### src/hw/pme_route_regs.svh
`ifndef PME_ROUTE_REGS_SVH
`define PME_ROUTE_REGS_SVH

// ****************************************
// configuration space layout of one root port function
// ****************************************
`define PCIE_CAP_BASE 8'h40
`define ROOT_CTRL_CAP_OFS 8'h1c
`define ROOT_STATUS_CAP_OFS 8'h20
`define MISC_PORT_CONFIG_OFS 8'hd8
`define PWR_MGMT_CTRL_STATUS_OFS 8'hdc

// ****************************************
// field positions
// ****************************************
`define ROOT_CTRL_PME_INT_EN_BIT 3
`define ROOT_STATUS_PME_STATUS_BIT 16
`define ROOT_STATUS_PME_PENDING_BIT 17
`define MPC_SCI_ROUTE_BIT 31
`define MPC_SMI_ROUTE_BIT 0
`define POWER_MGMT_CTRL_STATUS_PME_EN_BIT 8
`define POWER_MGMT_CTRL_STATUS_PME_STATUS_BIT 31

// ****************************************
// general purpose event block
// ****************************************
`define GENERAL_EVENT_STATUS_OFS 4'h0
`define GENERAL_EVENT_ENABLE_OFS 4'h4
`define GENERAL_EVENT_PCIE_BIT 17

// ****************************************
// reset values
// ****************************************
`define ROOT_CTRL_RESET 32'h0000_0000
`define MISC_PORT_CONFIG_RESET 32'h0000_0000
`define POWER_MGMT_CTRL_STATUS_RESET 32'h0000_0000
`define GENERAL_EVENT_RESET 32'h0000_0000

`endif

### src/hw/pme_route_pkg.sv
package pme_route_pkg;

  typedef logic [15:0] requester_id_t;
  typedef logic [31:0] cfg_word_t;

  // where a latched port event is delivered
  typedef enum logic [1:0] {
    route_native,
    route_sci,
    route_smi,
    route_sci_smi
  } pme_route_t;

endpackage : pme_route_pkg

### src/hw/pme_event_latch.sv
`timescale 1ns/1ns
module pme_event_latch
  import pme_route_pkg::*;
(
  input wire logic mclk_i,
  input wire logic reset_i,
  input wire logic msg_valid_i,
  input wire requester_id_t msg_req_id_i,
  input wire logic clear_i,
  output logic status_o,
  output logic pending_o,
  output requester_id_t req_id_o
);

  logic status;
  logic pending;
  requester_id_t req_id;
  requester_id_t pend_id;
  logic next_status;
  logic next_pending;
  requester_id_t next_req_id;
  requester_id_t next_pend_id;

  // ****************************************
  // status, requester and one-deep pending slot
  // ****************************************
  always_comb
  begin
    next_status = status;
    next_pending = pending;
    next_req_id = req_id;
    next_pend_id = pend_id;
    if (clear_i && status)
    begin
      if (pending)
      begin
        // a queued message re-arms the status bit at once
        next_status = 1'b1;
        next_req_id = pend_id;
        next_pending = msg_valid_i;
        next_pend_id = msg_req_id_i;
      end
      else if (msg_valid_i)
      begin
        // arrival in the clearing cycle wins over the clear
        next_status = 1'b1;
        next_req_id = msg_req_id_i;
      end
      else
      begin
        next_status = 1'b0;
      end
    end
    else if (msg_valid_i)
    begin
      if (!status)
      begin
        next_status = 1'b1;
        next_req_id = msg_req_id_i;
      end
      else if (!pending)
      begin
        next_pending = 1'b1;
        next_pend_id = msg_req_id_i;
      end
      // a third message while the slot is full is dropped; the ids kept are the oldest
    end
  end

  always_ff @(posedge mclk_i or posedge reset_i)
  begin
    if (reset_i)
    begin
      status <= 1'b0;
      pending <= 1'b0;
      req_id <= 16'h0000;
      pend_id <= 16'h0000;
    end
    else
    begin
      status <= next_status;
      pending <= next_pending;
      req_id <= next_req_id;
      pend_id <= next_pend_id;
    end
  end

  assign status_o = status;
  assign pending_o = pending;
  assign req_id_o = req_id;

endmodule : pme_event_latch

### src/hw/pme_route.sv
`timescale 1ns/1ns
`include "pme_route_regs.svh"
module pme_route
  import pme_route_pkg::*;
(
  input wire logic mclk_i,
  input wire logic reset_i,
  // in-band PME messages from the link layer, same clock
  input wire logic pme_msg_valid_i,
  input wire logic pme_msg_port_i,
  input wire requester_id_t pme_msg_req_id_i,
  // configuration access to the two root port functions
  input wire logic cfg_func_i,
  input wire logic [7:0] cfg_addr_i,
  input wire logic cfg_wr_i,
  input wire logic cfg_rd_i,
  input wire cfg_word_t cfg_wdata_i,
  output cfg_word_t cfg_rdata_o,
  output logic cfg_rvalid_o,
  // general purpose event block access
  input wire logic [3:0] gpe_addr_i,
  input wire logic gpe_wr_i,
  input wire logic gpe_rd_i,
  input wire cfg_word_t gpe_wdata_i,
  output cfg_word_t gpe_rdata_o,
  output logic gpe_rvalid_o,
  // event outputs
  output logic native_int_o,
  output logic sci_o,
  output logic smi_o
);

  localparam int unsigned NPORTS = 2;

  // ****************************************
  // register addresses
  // ****************************************
  localparam logic [7:0] ROOT_CTRL_ADDR = `PCIE_CAP_BASE + `ROOT_CTRL_CAP_OFS;
  localparam logic [7:0] ROOT_STATUS_ADDR = `PCIE_CAP_BASE + `ROOT_STATUS_CAP_OFS;

  // ****************************************
  // per-port state
  // ****************************************
  logic [NPORTS-1:0] pme_int_en;
  logic [NPORTS-1:0] sci_route;
  logic [NPORTS-1:0] smi_route;
  logic [NPORTS-1:0] power_mgmt_ctrl_status_pme_en;
  logic [NPORTS-1:0] power_mgmt_ctrl_status_pme_status;
  logic [NPORTS-1:0] next_power_mgmt_ctrl_status_pme_status;

  logic [NPORTS-1:0] port_msg;
  logic [NPORTS-1:0] root_clear;
  logic [NPORTS-1:0] power_mgmt_ctrl_status_clear;
  logic [NPORTS-1:0] root_status;
  logic [NPORTS-1:0] root_pending;
  requester_id_t port_req_id [NPORTS];
  pme_route_t port_route [NPORTS];

  // ****************************************
  // event block state
  // ****************************************
  logic gpe_pcie_status;
  logic gpe_pcie_enable;
  logic next_gpe_pcie_status;

  // ****************************************
  // access decode
  // ****************************************
  wire hit_root_ctrl = cfg_addr_i == ROOT_CTRL_ADDR;
  wire hit_root_status = cfg_addr_i == ROOT_STATUS_ADDR;
  wire hit_mpc = cfg_addr_i == `MISC_PORT_CONFIG_OFS;
  wire hit_power_mgmt_ctrl_status = cfg_addr_i == `PWR_MGMT_CTRL_STATUS_OFS;
  wire hit_gpe_status = gpe_addr_i == `GENERAL_EVENT_STATUS_OFS;
  wire hit_gpe_enable = gpe_addr_i == `GENERAL_EVENT_ENABLE_OFS;

  wire gpe_status_w1c = gpe_wr_i && hit_gpe_status &&
    gpe_wdata_i[`GENERAL_EVENT_PCIE_BIT];

  // a port accepts a message only while its power management enable is set
  wire [NPORTS-1:0] port_sci_event = port_msg & sci_route;

  // ****************************************
  // per-port logic
  // ****************************************
  genvar p;
  generate
    for (p = 0; p < NPORTS; p++)
    begin : g_port
      wire sel = cfg_func_i == 1'(p);
      wire wr_root_ctrl = cfg_wr_i && sel && hit_root_ctrl;
      wire wr_mpc = cfg_wr_i && sel && hit_mpc;
      wire wr_power_mgmt_ctrl_status = cfg_wr_i && sel && hit_power_mgmt_ctrl_status;

      assign port_msg[p] = pme_msg_valid_i && (pme_msg_port_i == 1'(p)) &&
        power_mgmt_ctrl_status_pme_en[p];

      assign root_clear[p] = cfg_wr_i && sel && hit_root_status &&
        cfg_wdata_i[`ROOT_STATUS_PME_STATUS_BIT];

      assign power_mgmt_ctrl_status_clear[p] = cfg_wr_i && sel && hit_power_mgmt_ctrl_status &&
        cfg_wdata_i[`POWER_MGMT_CTRL_STATUS_PME_STATUS_BIT];

      assign port_route[p] = pme_route_t'({smi_route[p], sci_route[p]});

      // the new event wins when it lands in the clearing cycle
      assign next_power_mgmt_ctrl_status_pme_status[p] = port_msg[p] ||
        (power_mgmt_ctrl_status_pme_status[p] && !power_mgmt_ctrl_status_clear[p]);

      pme_event_latch u_latch (
        .mclk_i(mclk_i),
        .reset_i(reset_i),
        .msg_valid_i(port_msg[p]),
        .msg_req_id_i(pme_msg_req_id_i),
        .clear_i(root_clear[p]),
        .status_o(root_status[p]),
        .pending_o(root_pending[p]),
        .req_id_o(port_req_id[p])
      );

      // one short process per register; writes to other offsets leave it alone
      always_ff @(posedge mclk_i or posedge reset_i)
      begin
        if (reset_i)
        begin
          pme_int_en[p] <= 1'(`ROOT_CTRL_RESET >> `ROOT_CTRL_PME_INT_EN_BIT);
        end
        else if (wr_root_ctrl)
        begin
          pme_int_en[p] <= cfg_wdata_i[`ROOT_CTRL_PME_INT_EN_BIT];
        end
      end

      always_ff @(posedge mclk_i or posedge reset_i)
      begin
        if (reset_i)
        begin
          sci_route[p] <= 1'(`MISC_PORT_CONFIG_RESET >> `MPC_SCI_ROUTE_BIT);
          smi_route[p] <= 1'(`MISC_PORT_CONFIG_RESET >> `MPC_SMI_ROUTE_BIT);
        end
        else if (wr_mpc)
        begin
          sci_route[p] <= cfg_wdata_i[`MPC_SCI_ROUTE_BIT];
          smi_route[p] <= cfg_wdata_i[`MPC_SMI_ROUTE_BIT];
        end
      end

      // an enable written in the cycle of a message only acts from the next cycle
      always_ff @(posedge mclk_i or posedge reset_i)
      begin
        if (reset_i)
        begin
          power_mgmt_ctrl_status_pme_en[p] <= 1'(`POWER_MGMT_CTRL_STATUS_RESET >> `POWER_MGMT_CTRL_STATUS_PME_EN_BIT);
          power_mgmt_ctrl_status_pme_status[p] <= 1'b0;
        end
        else
        begin
          if (wr_power_mgmt_ctrl_status)
          begin
            power_mgmt_ctrl_status_pme_en[p] <= cfg_wdata_i[`POWER_MGMT_CTRL_STATUS_PME_EN_BIT];
          end
          power_mgmt_ctrl_status_pme_status[p] <= next_power_mgmt_ctrl_status_pme_status[p];
        end
      end
    end
  endgenerate

  // ****************************************
  // event block: PCIE status bit and its enable
  // ****************************************
  // set wins over the write-one-clear so a PME racing the handler is kept
  assign next_gpe_pcie_status = (|port_sci_event) ||
    (gpe_pcie_status && !gpe_status_w1c);

  always_ff @(posedge mclk_i or posedge reset_i)
  begin
    if (reset_i)
    begin
      gpe_pcie_status <= 1'b0;
      gpe_pcie_enable <= 1'(`GENERAL_EVENT_RESET >> `GENERAL_EVENT_PCIE_BIT);
    end
    else
    begin
      gpe_pcie_status <= next_gpe_pcie_status;
      if (gpe_wr_i && hit_gpe_enable)
      begin
        gpe_pcie_enable <= gpe_wdata_i[`GENERAL_EVENT_PCIE_BIT];
      end
    end
  end

  // ****************************************
  // event outputs
  // ****************************************
  logic [NPORTS-1:0] port_native;
  logic [NPORTS-1:0] port_smi;

  always_comb
  begin
    port_native = '0;
    port_smi = '0;
    for (int i = 0; i < NPORTS; i++)
    begin
      case (port_route[i])
        route_native:
        begin
          // native delivery only when the port is handed to neither the event block nor smi
          port_native[i] = root_status[i] && pme_int_en[i];
        end
        route_sci:
        begin
          port_native[i] = 1'b0;
        end
        route_smi:
        begin
          port_smi[i] = root_status[i];
        end
        route_sci_smi:
        begin
          port_smi[i] = root_status[i];
        end
        default:
        begin
          port_native[i] = 1'b0;
        end
      endcase
    end
  end

  // levels, not pulses: they fall only when software clears the cause, its enable or its route
  always_ff @(posedge mclk_i or posedge reset_i)
  begin
    if (reset_i)
    begin
      native_int_o <= 1'b0;
      smi_o <= 1'b0;
      sci_o <= 1'b0;
    end
    else
    begin
      native_int_o <= |port_native;
      smi_o <= |port_smi;
      sci_o <= next_gpe_pcie_status && gpe_pcie_enable;
    end
  end

  // there is deliberately no wake pin input; wake is handled elsewhere

  // ****************************************
  // read data
  // ****************************************
  cfg_word_t cfg_read_word;
  cfg_word_t gpe_read_word;
  logic fsel;

  always_comb
  begin
    fsel = cfg_func_i;
    cfg_read_word = 32'h0000_0000;
    if (hit_root_ctrl)
    begin
      cfg_read_word[`ROOT_CTRL_PME_INT_EN_BIT] = pme_int_en[fsel];
    end
    else if (hit_root_status)
    begin
      cfg_read_word[15:0] = port_req_id[fsel];
      cfg_read_word[`ROOT_STATUS_PME_STATUS_BIT] = root_status[fsel];
      cfg_read_word[`ROOT_STATUS_PME_PENDING_BIT] = root_pending[fsel];
    end
    else if (hit_mpc)
    begin
      cfg_read_word[`MPC_SCI_ROUTE_BIT] = sci_route[fsel];
      cfg_read_word[`MPC_SMI_ROUTE_BIT] = smi_route[fsel];
    end
    else if (hit_power_mgmt_ctrl_status)
    begin
      cfg_read_word[`POWER_MGMT_CTRL_STATUS_PME_EN_BIT] = power_mgmt_ctrl_status_pme_en[fsel];
      cfg_read_word[`POWER_MGMT_CTRL_STATUS_PME_STATUS_BIT] = power_mgmt_ctrl_status_pme_status[fsel];
    end
  end

  always_comb
  begin
    gpe_read_word = 32'h0000_0000;
    if (hit_gpe_status)
    begin
      gpe_read_word[`GENERAL_EVENT_PCIE_BIT] = gpe_pcie_status;
    end
    else if (hit_gpe_enable)
    begin
      gpe_read_word[`GENERAL_EVENT_PCIE_BIT] = gpe_pcie_enable;
    end
  end

  // read data stands until the next read, so a slow master may pick it up late
  always_ff @(posedge mclk_i or posedge reset_i)
  begin
    if (reset_i)
    begin
      cfg_rdata_o <= 32'h0000_0000;
      cfg_rvalid_o <= 1'b0;
    end
    else
    begin
      cfg_rvalid_o <= cfg_rd_i;
      if (cfg_rd_i)
      begin
        cfg_rdata_o <= cfg_read_word;
      end
    end
  end

  always_ff @(posedge mclk_i or posedge reset_i)
  begin
    if (reset_i)
    begin
      gpe_rdata_o <= 32'h0000_0000;
      gpe_rvalid_o <= 1'b0;
    end
    else
    begin
      gpe_rvalid_o <= gpe_rd_i;
      if (gpe_rd_i)
      begin
        gpe_rdata_o <= gpe_read_word;
      end
    end
  end

endmodule : pme_route

### config.mk
export PLATFORM = sky130hd
export DESIGN_NAME = pme_route
export DESIGN_NICKNAME = d
export VERILOG_FILES = /design/src/hw/pme_route_pkg.sv /design/src/hw/pme_event_latch.sv /design/src/hw/pme_route.sv
export VERILOG_INCLUDE_DIRS = /design/src /design/src/hw
export SDC_FILE = /design/constraint.sdc
export NUM_CORES = 1
export LEC_CHECK = 0
export BUFFER_PORTS_ARGS = -buffer_cell sky130_fd_sc_hd__buf_2
export CORE_MARGIN = 2
export CORE_UTILIZATION = 25
export DETAILED_ROUTE_END_ITERATION = 16
export GPL_TIMING_DRIVEN = 0
export RECOVER_POWER = 100
export SYNTH_ARGS = -nofsm -noshare
export SYNTH_HDL_FRONTEND = slang
export SYNTH_SLANG_ARGS = --single-unit
### constraint.sdc
create_clock -name mclk_i -period 5.25 [get_ports mclk_i]
set_input_delay 0.7875 -clock mclk_i [delete_from_list [all_inputs] [get_ports mclk_i]]
set_output_delay 0.7875 -clock mclk_i [all_outputs]
set_load 0.05 [all_outputs]
==> flow_metrics.tcl, run 1 <==
set metrics [dict create \
    swShare_pct 26.6 \
    routed_via_density 4.39 \
    dr_total_vias 3616 \
    cts_hold_buf 0 \
    ys_async_sr_fraction_pct 100 \
    worst_ep_arrival_time_ns 4.09 \
    fmax_ghz 0.262 \
    routedWlPerCell_um 15.7 \
    crit_type "in -> reg" \
    worstPathRequired_ns 5.52 \
    dieArea_um2 21100 \
    start_util_pct 25.5 \
    fin_skew_ns 0.00653 \
    rows 51 \
    grt.busiest_layer "met2" \
    critPathLaunchType "input pin" \
    gr-usage-met1_pct 16.2 \
    setup_violations 0 \
    dr.pass1.iters 5 \
    drv_cap 1 \
    place_area_um2 5840 \
    die_w_um 145 \
    p_int_mw 1.34 \
    grt_pass1_wl_mm 20.3 \
    routabilityCongestion 0.775 \
    synth_common_cells "105 x dfrtp_1, 48 x o22ai_1, 45 x buf_4" \
    synth.top_cell.area_share_pct 52.8 \
    timing.final.crit_share_pct 72.7 \
    outcome "finished, violations left" \
    whs_ns 0.491 \
    yosys_warnings 0 \
    period_needed_ns 3.81 \
    worstPathMaxFanout 10 \
    violations "capacitance limit, slew limit" \
    dr.first_iter.drc_count 289 \
    seq_area_um2 2630 \
    tightest_slew_ns 2.92 \
    syn_area_per_cell_um2 11.6 \
    ys_seq_area_share_pct 52.8 \
    seq_power_share_pct 47.5 \
    cts.sinks 105 \
    ys_seq_elements 105 \
    synth_cell_types 46 \
    track_usage_pct 12.2 \
    multi_input_area_um2 1950 \
    yosysMostFrequentCell "dfrtp_1" \
    netlist_area_um2 4980 \
    boundaryPins 170 \
    htreeDepth 3 \
    grt_max_degree 63 \
    leakage_nw 2.94 \
    ant_nets 0 \
    layoutNonFillerInstCount 824 \
    clk_latency_ns 0.35 \
    antenna_found_initial 2 \
    ys_top_cells_by_area "dfrtp_1 53%, mux2_2 7.9%, buf_4 6.8%" \
    die_h_um 145 \
    drcViolationCount 0 \
    p_per_area_nw_per_um2 302 \
    synth_ff_type "dfrtp_1" \
    cts_setup_buffers 0 \
    cts_max_path_buffers 2 \
    tns_ns 0 \
    cts-root-buf "clkbuf_16" \
    synthCells 431 \
    drv_slew 62 \
    clkPwrFrac_pct 40.0 \
    vdd_drop_max_v 0.000131 \
    detail_route.wirelength_mm 13.0 \
    grt_pass1_vias 3543 \
    fill_cells 2073 \
    hold_violations 0 \
    slew_headroom_pct -95.7 \
    clk_pin_slew_worst_paths_ns 0.07 \
    cts_buffers 9 \
    grt_use_met3_pct 3.84 \
    worstSetupEndpointType "flip-flop" \
    cts_resized 0 \
    synth_edf_count 0 \
    synth.largest_area_cell "dfrtp_1" \
    core_area_um2 19500 \
    rsz0062_at_grt "false" \
    comb_power_share_pct 12.5 \
    postLayoutCellArea_um2 6060 \
    portBuffers 67 \
    use_met2_pct 19.1 \
    power.net_switching_mw 0.487 \
    final_nets 654 \
    dp_hpwl_mm 9.35 \
    dp.cells 807 \
    min_path_type "reg -> reg" \
    cts_tree "done" \
    areaGrowthSynthToFinish_pct 21.7 \
    grt-ovfl-total 0 \
    drive_gt1_share_pct 26.5 \
]
## final cells by class
type / count / share of cell area, %
flip-flops and latches: 105 / 43.4
multi-input cells: 281 / 32.2
plain buffers: 63 / 6.77
well taps: 265 / 5.47
repair buffers: 68 / 5.39
clock buffers: 9 / 3.72
inverters: 25 / 1.57
clock inverters: 7 / 1.53
diodes: 1 / 0.0413
## cell usage in the layout, fill, tap and decap left out, drive strengths merged, types with 3 or more instances in the layout
| master | n |
|---|---|
| nand3 | 9 |
| o21ai | 5 |
| and3 | 4 |
| nor2 | 25 |
| nand4 | 3 |
| nor3 | 4 |
| clkinv | 3 |
| a31oi | 4 |
| mux2i | 18 |
| buf | 89 |
| a2bb2oi | 15 |
| nand2 | 9 |
| clkbuf | 51 |
| dfrtp | 105 |
| conb | 44 |
| inv | 26 |
| o22ai | 48 |
| mux2 | 45 |
| a21oi | 19 |
## per-stage QoR
step	power (mW)	setup slack, ns	util, %
3_3_place_gp	1.11	0.278	29.7
3_5_place_dp	1.12	2.25	29.9
5_1_grt	1.90	1.26	31.0
6_report	1.83	1.44	31.0
4_1_cts	1.85	2.60	31.5
2_1_floorplan	1.06	1.70	-
## layer usage
layer	routed length, um	share of wire, %	vias to the layer above
met5	11	0.085	-
met4	114	0.88	2
met1	5950	46	1758
li1	-	-	1722
met2	5890	45	120
met3	1000	7.7	14
## path summary, 6_finish.rpt
kind / depth (start not counted) / slack (ns) / start / end
setup / recovery: 7 / 1.44 / cfg_addr_i[2] / g_port[1].u_latch.req_id_o[15]
hold / removal: 1 / 0.49 / g_port[1].u_latch.pend_id[5] / g_port[1].u_latch.pend_id[5]
setup reg to reg: 6 / 2.32 / g_port[1].u_latch.status_o / g_port[1].u_latch.req_id_o[15]
hold reg to reg: 1 / 0.49 / g_port[1].u_latch.pend_id[5] / g_port[1].u_latch.pend_id[5]
max in group asynchronous: 2 / 2.67 / reset_i / port_route[1]
min in group asynchronous: 2 / 1.27 / reset_i / g_port[0].u_latch.pend_id[12]
## sequential cells by signal, summed over array words and instances (netlist names)
signal,count
port_route,4
g_port.u_latch.req_id_o,32
g_port.u_latch.pending_o,2
cfg_rvalid_o,1
gpe_pcie_status,1
sci_o,1
g_port.u_latch.status_o,2
pme_int_en,2
gpe_pcie_enable,1
g_port.u_latch.pend_id,32
smi_o,1
power_mgmt_ctrl_status_pme_en,2
gpe_rdata_o,1
cfg_rdata_o,19
gpe_rvalid_o,1
native_int_o,1
power_mgmt_ctrl_status_pme_status,2
## critical path, cell delays in order
cell	delay [ns]
clkbuf_1	0.12
nor4b_1	0.81
nand4_1	0.61
a21boi_0	1.01
clkbuf_1	0.49
nor2_1	0.11
a21oi_1	0.14
## cell families after synthesis
logic type / synth area share, %
and+or+nand+nor: 8.14
other: 0.0753
AOI/OAI and AO/OA: 14.0
DFF: 52.8
buffers and inverters: 10.5
muxes: 14.5
## power groups by stage
stage	registers, mW	logic [mW]	clock network (mW)
global placement	0.883	0.228	0
finish	0.869	0.229	0.732
global route	0.874	0.248	0.775
detailed placement	0.884	0.233	0
floorplan	0.890	0.167	0
CTS	0.868	0.234	0.744
No activity file was read; power rests on OpenSTA's default activity.
==> run 2: changes to the inputs <==
- clock period: 5.25 -> 4 ns (I/O delays scaled with it)
==> flow_metrics.tcl, run 2 (synthesis results as in run 1) <==
set metrics [dict create \
    layoutNonFillerInstCount 824 \
    areaGrowthSynthToFinish_pct 22.2 \
    met1_length_mm 5.94 \
    cts_setup_buffers 0 \
    slew_headroom_pct -66.0 \
    boundaryPins 170 \
    swShare_pct 26.5 \
    drv_cap 1 \
    slowest_delay_ns 0.87 \
    crit_type "in -> reg" \
    worst_ep_arrival_time_ns 3.37 \
    grt_max_degree 63 \
    min_path_type "in -> reg" \
    worstSetupEndpointType "flip-flop" \
    met2WireLength_mm 5.88 \
    worstPathRequired_ns 4.27 \
    critPathLaunchType "input pin" \
    dp.cells 807 \
    grt_pass1_wl_mm 20.3 \
    clk_latency_ns 0.35 \
    mostFrequentLayoutCells "105 x dfrtp_1, 48 x o22ai_1, 45 x buf_4" \
    power.net_switching_mw 0.636 \
    dr.pass1.iters 4 \
    antenna_found_initial 2 \
    routedWlPerCell_um 15.7 \
    fmax_ghz 0.323 \
    cts_resized 0 \
    clk_pin_slew_worst_paths_ns 0.07 \
    p_int_mw 1.76 \
    drive_gt1_share_pct 27.1 \
    ant_nets 0 \
    vdd_drop_max_v 0.000172 \
    cts_max_path_buffers 2 \
    outcome "finished, violations left" \
    final_common_cell "dfrtp_1" \
    tightest_slew_ns 2.49 \
    rows 51 \
    dieArea_um2 21100 \
    drv_slew 62 \
    final_nets 654 \
    cp_slowest_cell "nor4b_1" \
    hold_violations 0 \
    htreeDepth 3 \
    routabilityCongestion 0.775 \
    fin_util_pct 31.2 \
    grt-ovfl-total 0 \
    p_per_area_nw_per_um2 394 \
    cp_cell_sequence "clkbuf_1 -> nor4b_1 -> nand4_1 -> a21boi_2 -> buf_2 -> nor2_1 -> a21oi_1" \
    cts-root-buf "clkbuf_16" \
    leakage_nw 2.95 \
    die_w_um 145 \
    cts_buffers 9 \
    routed_via_density 4.36 \
    dr.first_iter.drc_count 297 \
    die_h_um 145 \
    drcViolationCount 0 \
    comb_power_share_pct 12.6 \
    cts_tree "done" \
    worstPathMaxFanout 10 \
    portBuffers 67 \
    rsz0062_at_grt "false" \
    cts_hold_buf 0 \
    start_util_pct 25.5 \
    seq_power_share_pct 47.5 \
    dp_hpwl_mm 9.35 \
    highest_layer "met5" \
    clkPwrFrac_pct 39.9 \
    period_needed_ns 3.09 \
    violations "capacitance limit, slew limit" \
    core_area_um2 19500 \
    wl_met3_um 998 \
    track_usage_pct 12.2 \
    cts.sinks 105 \
    fin_skew_ns 0.00692 \
    setup_violations 0 \
    timing.final.crit_share_pct 77.4 \
    detail_route.wirelength_mm 13.0 \
    grt_pass1_vias 3543 \
    dr_total_vias 3590 \
]
[run 2: power groups by stage]
stage | Clock, mW | Sequential, mW | Combinational, mW
after global placement | 0 | 1.16 | 0.299
after CTS | 0.977 | 1.14 | 0.307
after global routing | 1.02 | 1.15 | 0.326
after floorplan | 0 | 1.17 | 0.220
after detailed placement | 0 | 1.16 | 0.306
final | 0.956 | 1.14 | 0.302
[run 2: path summary, 6_finish.rpt]
check,cells past startpoint,slack [ns],to,from
max in group asynchronous,2,1.47,port_route[1],reset_i
worst min register to register,1,0.49,g_port[1].u_latch.pend_id[5],g_port[1].u_latch.pend_id[5]
worst max register to register,5,1.14,g_port[0].u_latch.pend_id[1],g_port[0].u_latch.status_o
worst max-delay path,7,0.91,g_port[1].u_latch.req_id_o[15],cfg_addr_i[2]
min in group asynchronous,2,1.12,g_port[0].u_latch.pend_id[12],reset_i
worst min-delay path,1,0.40,gpe_rvalid_o,gpe_rd_i
[run 2: critical path: cells and delay by family]
kind / cells / cell delay (ns)
AOI/OAI and AO/OA: 2 / 0.70
and+or+nand+nor: 3 / 1.61
buffers and inverters: 2 / 0.45
[run 2: layout make-up]
cell class | instances | area, um^2
clock buffers | 9 | 225
flip-flops and latches | 105 | 2630
clock inverters | 7 | 92.6
plain buffers | 63 | 419
multi-input cells | 281 | 1970
fillers | 2070 | 13400
diodes | 1 | 2.50
repair buffers | 68 | 327
well taps | 265 | 332
inverters | 25 | 93.8
[run 2: stage by stage]
stage               worst slack, ns  setup TNS, ns  area (um^2)  hold WS (ns)  power, mW
finish                        0.906              0         6080         0.397       2.40
global route                  0.822              0         6080         0.395       2.49
CTS                            1.54              0         6150         0.371       2.42
detailed placement             1.19              0         5840         0.475       1.47
global placement             -0.785         -81.68         5810         0.467       1.46
floorplan                     0.639              0         5140         0.458       1.39
[run 2: per-layer routing]
metal | vias to the layer above | track usage, %
met3 | 14 | 3.84
li1 | 1726 | -
met1 | 1732 | 16.2
met2 | 116 | 19.1
met4 | 2 | 3.38
met5 | - | 0
==> run 3: changes to the inputs <==
- ABC_AREA: not set -> 1
- clock period: 4 -> 2.8 ns (I/O delays scaled with it)
==> flow_metrics.tcl, run 3 <==
set metrics [dict create \
    tightest_slew_ns 1.10 \
    slew_headroom_pct 26.3 \
    crit_type "in -> reg" \
    dr_total_vias 4776 \
    synth_ff_type "dfrtp_1" \
    cts_tree "done" \
    setup_violations 0 \
    portBuffers 67 \
    fin_skew_ns 0.00859 \
    cp.depth 9 \
    ys_top_cells_by_area "dfrtp_1 47%, nand2_1 22%, buf_4 6.4%" \
    p_per_area_nw_per_um2 549 \
    seq_power_share_pct 48.3 \
    mostFrequentLayoutCells "335 x nand2_1, 105 x dfrtp_1, 48 x buf_4" \
    drv_slew 0 \
    critPathLaunchType "input pin" \
    worstPathMaxFanout 10 \
    yosys_warnings 0 \
    drcViolationCount 0 \
    die_h_um 154 \
    crit_buf_inv 2 \
    routed_via_density 4.20 \
    cts.sinks 105 \
    boundaryPins 170 \
    rows 54 \
    die_w_um 154 \
    core_area_um2 22000 \
    start_util_pct 25.6 \
    grt_pass1_wl_mm 23.3 \
    timing.final.crit_share_pct 75.3 \
    cp_cell_sequence "buf_2 -> nor2_1 -> nand2_2 -> nor2_1 -> nand3_4 -> nand2_1 -> clkbuf_1 -> nand2_1 -> nand2_1" \
    synth_edf_count 0 \
    crit_top_cell "nand2_1" \
    hold_path_depth 1 \
    clkPwrFrac_pct 35.2 \
    hold_violations 0 \
    cts_buffers 9 \
    routedWlPerCell_um 12.4 \
    power.net_switching_mw 1.07 \
    cts-root-buf "clkbuf_16" \
    antenna_found_initial 8 \
    areaGrowthSynthToFinish_pct 20.2 \
    cts_resized 0 \
    finalWorstSetupSlack_ns 0.692 \
    comb_power_share_pct 16.5 \
    cts_setup_buffers 0 \
    vdd_drop_max_v 0.000299 \
    routabilityCongestion 0.796 \
    drv_cap 0 \
    cts_hold_buf 0 \
    min_path_type "in -> reg" \
    clk_latency_ns 0.35 \
    dieArea_um2 23700 \
    worst_ep_arrival_time_ns 2.40 \
    period_needed_ns 2.11 \
    yosysMostFrequentCell "nand2_1" \
    ys_seq_area_share_pct 46.8 \
    ant_nets 0 \
    r2r_cells 7 \
    synthCells 723 \
    ys_seq_elements 105 \
    ys_async_sr_fraction_pct 100 \
    p_int_mw 2.63 \
    dp.cells 1115 \
    dpl_worst_slack_ns 0.879 \
    dr.pass1.iters 5 \
    slowest_delay_ns 0.64 \
    track_usage_pct 12.3 \
    syn_area_per_cell_um2 7.77 \
    rsz0062_at_grt "false" \
    swShare_pct 28.9 \
    crit_family "simple AND/OR/NAND/NOR gates" \
    grt_pass1_vias 4548 \
    fmax_ghz 0.474 \
    whs_ns 0.214 \
    worstPathRequired_ns 3.09 \
    netlist_area_um2 5620 \
    drive_gt1_share_pct 16.5 \
    worstSetupEndpointType "flip-flop" \
    dr.first_iter.drc_count 301 \
    synth_cell_types 32 \
    tns_ns 0 \
    leakage_nw 3.64 \
    synth.largest_area_cell "dfrtp_1" \
    final_nets 947 \
    cp_slowest_cell "nor2_1" \
    final_common_cell "nand2_1" \
    dp_hpwl_mm 11.0 \
    synth_common_cells "333 x nand2_1, 105 x dfrtp_1, 48 x buf_4" \
    grt_max_degree 43 \
    grt-ovfl-total 0 \
    detail_route.wirelength_mm 14.2 \
    synth.top_cell.area_share_pct 46.8 \
    cts_max_path_buffers 2 \
    clk_pin_slew_worst_paths_ns 0.06 \
    layoutNonFillerInstCount 1138 \
    outcome "completed" \
    htreeDepth 3 \
]
==> run 3: cell count changes after synthesis, sizes merged, moves of 33 or more <==
cell	previous run	this run
nand2	9	344
o22ai	48	1
mux2	45	0
o21ai	5	40
nand4	3	36
nand3	9	44
==> run 3: layout make-up <==
cell class,count,area (um^2)
Fill cell,2368,15200
Sequential cell,105,2630
Multi-Input combinational cell,554,2490
Buffer,76,504
Tap cell,280,350
Timing Repair Buffer,69,327
Clock buffer,12,256
Inverter,31,125
Clock inverter,4,51.3
Antenna cell,7,17.5
==> run 3: logic make-up (layout without fill, tap and decap cells) <==
group,after synthesis,after routing,share of synthesized area [%]
and+or+nand+nor,447,447,34.9
DFF,105,105,46.8
muxes,13,13,2.32
buffers and inverters,107,192,11.3
other,1,51,0.0668
AOI/OAI and AO/OA,50,50,4.68
==> run 3: stage by stage <==
stage | util, % | area, um^2 | power (mW)
3_5_place_dp | 29.6 | 6510 | 2.44
5_1_grt | 30.7 | 6750 | 3.89
2_1_floorplan | - | 5780 | 2.28
3_3_place_gp | 29.5 | 6470 | 2.42
4_1_cts | 31.0 | 6820 | 3.75
6_report | 30.7 | 6750 | 3.71
==> run 3: power by group through the flow <==
stage               clock (mW)  combinational (mW)  sequential (mW)
detailed placement           0               0.619             1.82
finish                    1.31               0.610             1.79
floorplan                    0               0.461             1.82
CTS                       1.33               0.623             1.79
global placement             0               0.604             1.81
global route              1.39               0.687             1.81
==> run 3: final timing paths <==
path                                                   from                          endpoint  slack [ns]
hold / removal                                     gpe_rd_i                      gpe_rvalid_o        0.21
min in group asynchronous                           reset_i  power_mgmt_ctrl_status_pme_en[1]        0.26
hold reg to reg                               port_route[3]                      native_int_o        0.46
setup reg to reg           power_mgmt_ctrl_status_pme_en[1]     g_port[1].u_latch.pend_id[12]        1.04
max in group asynchronous                           reset_i                   cfg_rdata_o[31]        0.89
setup / recovery                              cfg_addr_i[1]     g_port[1].u_latch.pend_id[12]        0.69
==> run 3: worst reg2reg max path, stage by stage, from the launching register on <==
cell,delay [ns]
dfrtp_1,0.37
nand3_1,0.28
nor2_1,0.21
nand3_2,0.12
nand2_1,0.10
clkbuf_1,0.42
nand2_1,0.10
nand2_1,0.08
==> run 3: layer usage <==
layer | GRT usage (%) | vias to the layer above | part of all wire (%)
met4 | 4.76 | 2 | 1.9
met5 | 0 | - | 0.092
li1 | - | 2489 | -
met1 | 15.6 | 2133 | 45
met3 | 3.16 | 20 | 5.5
met2 | 20.3 | 132 | 48
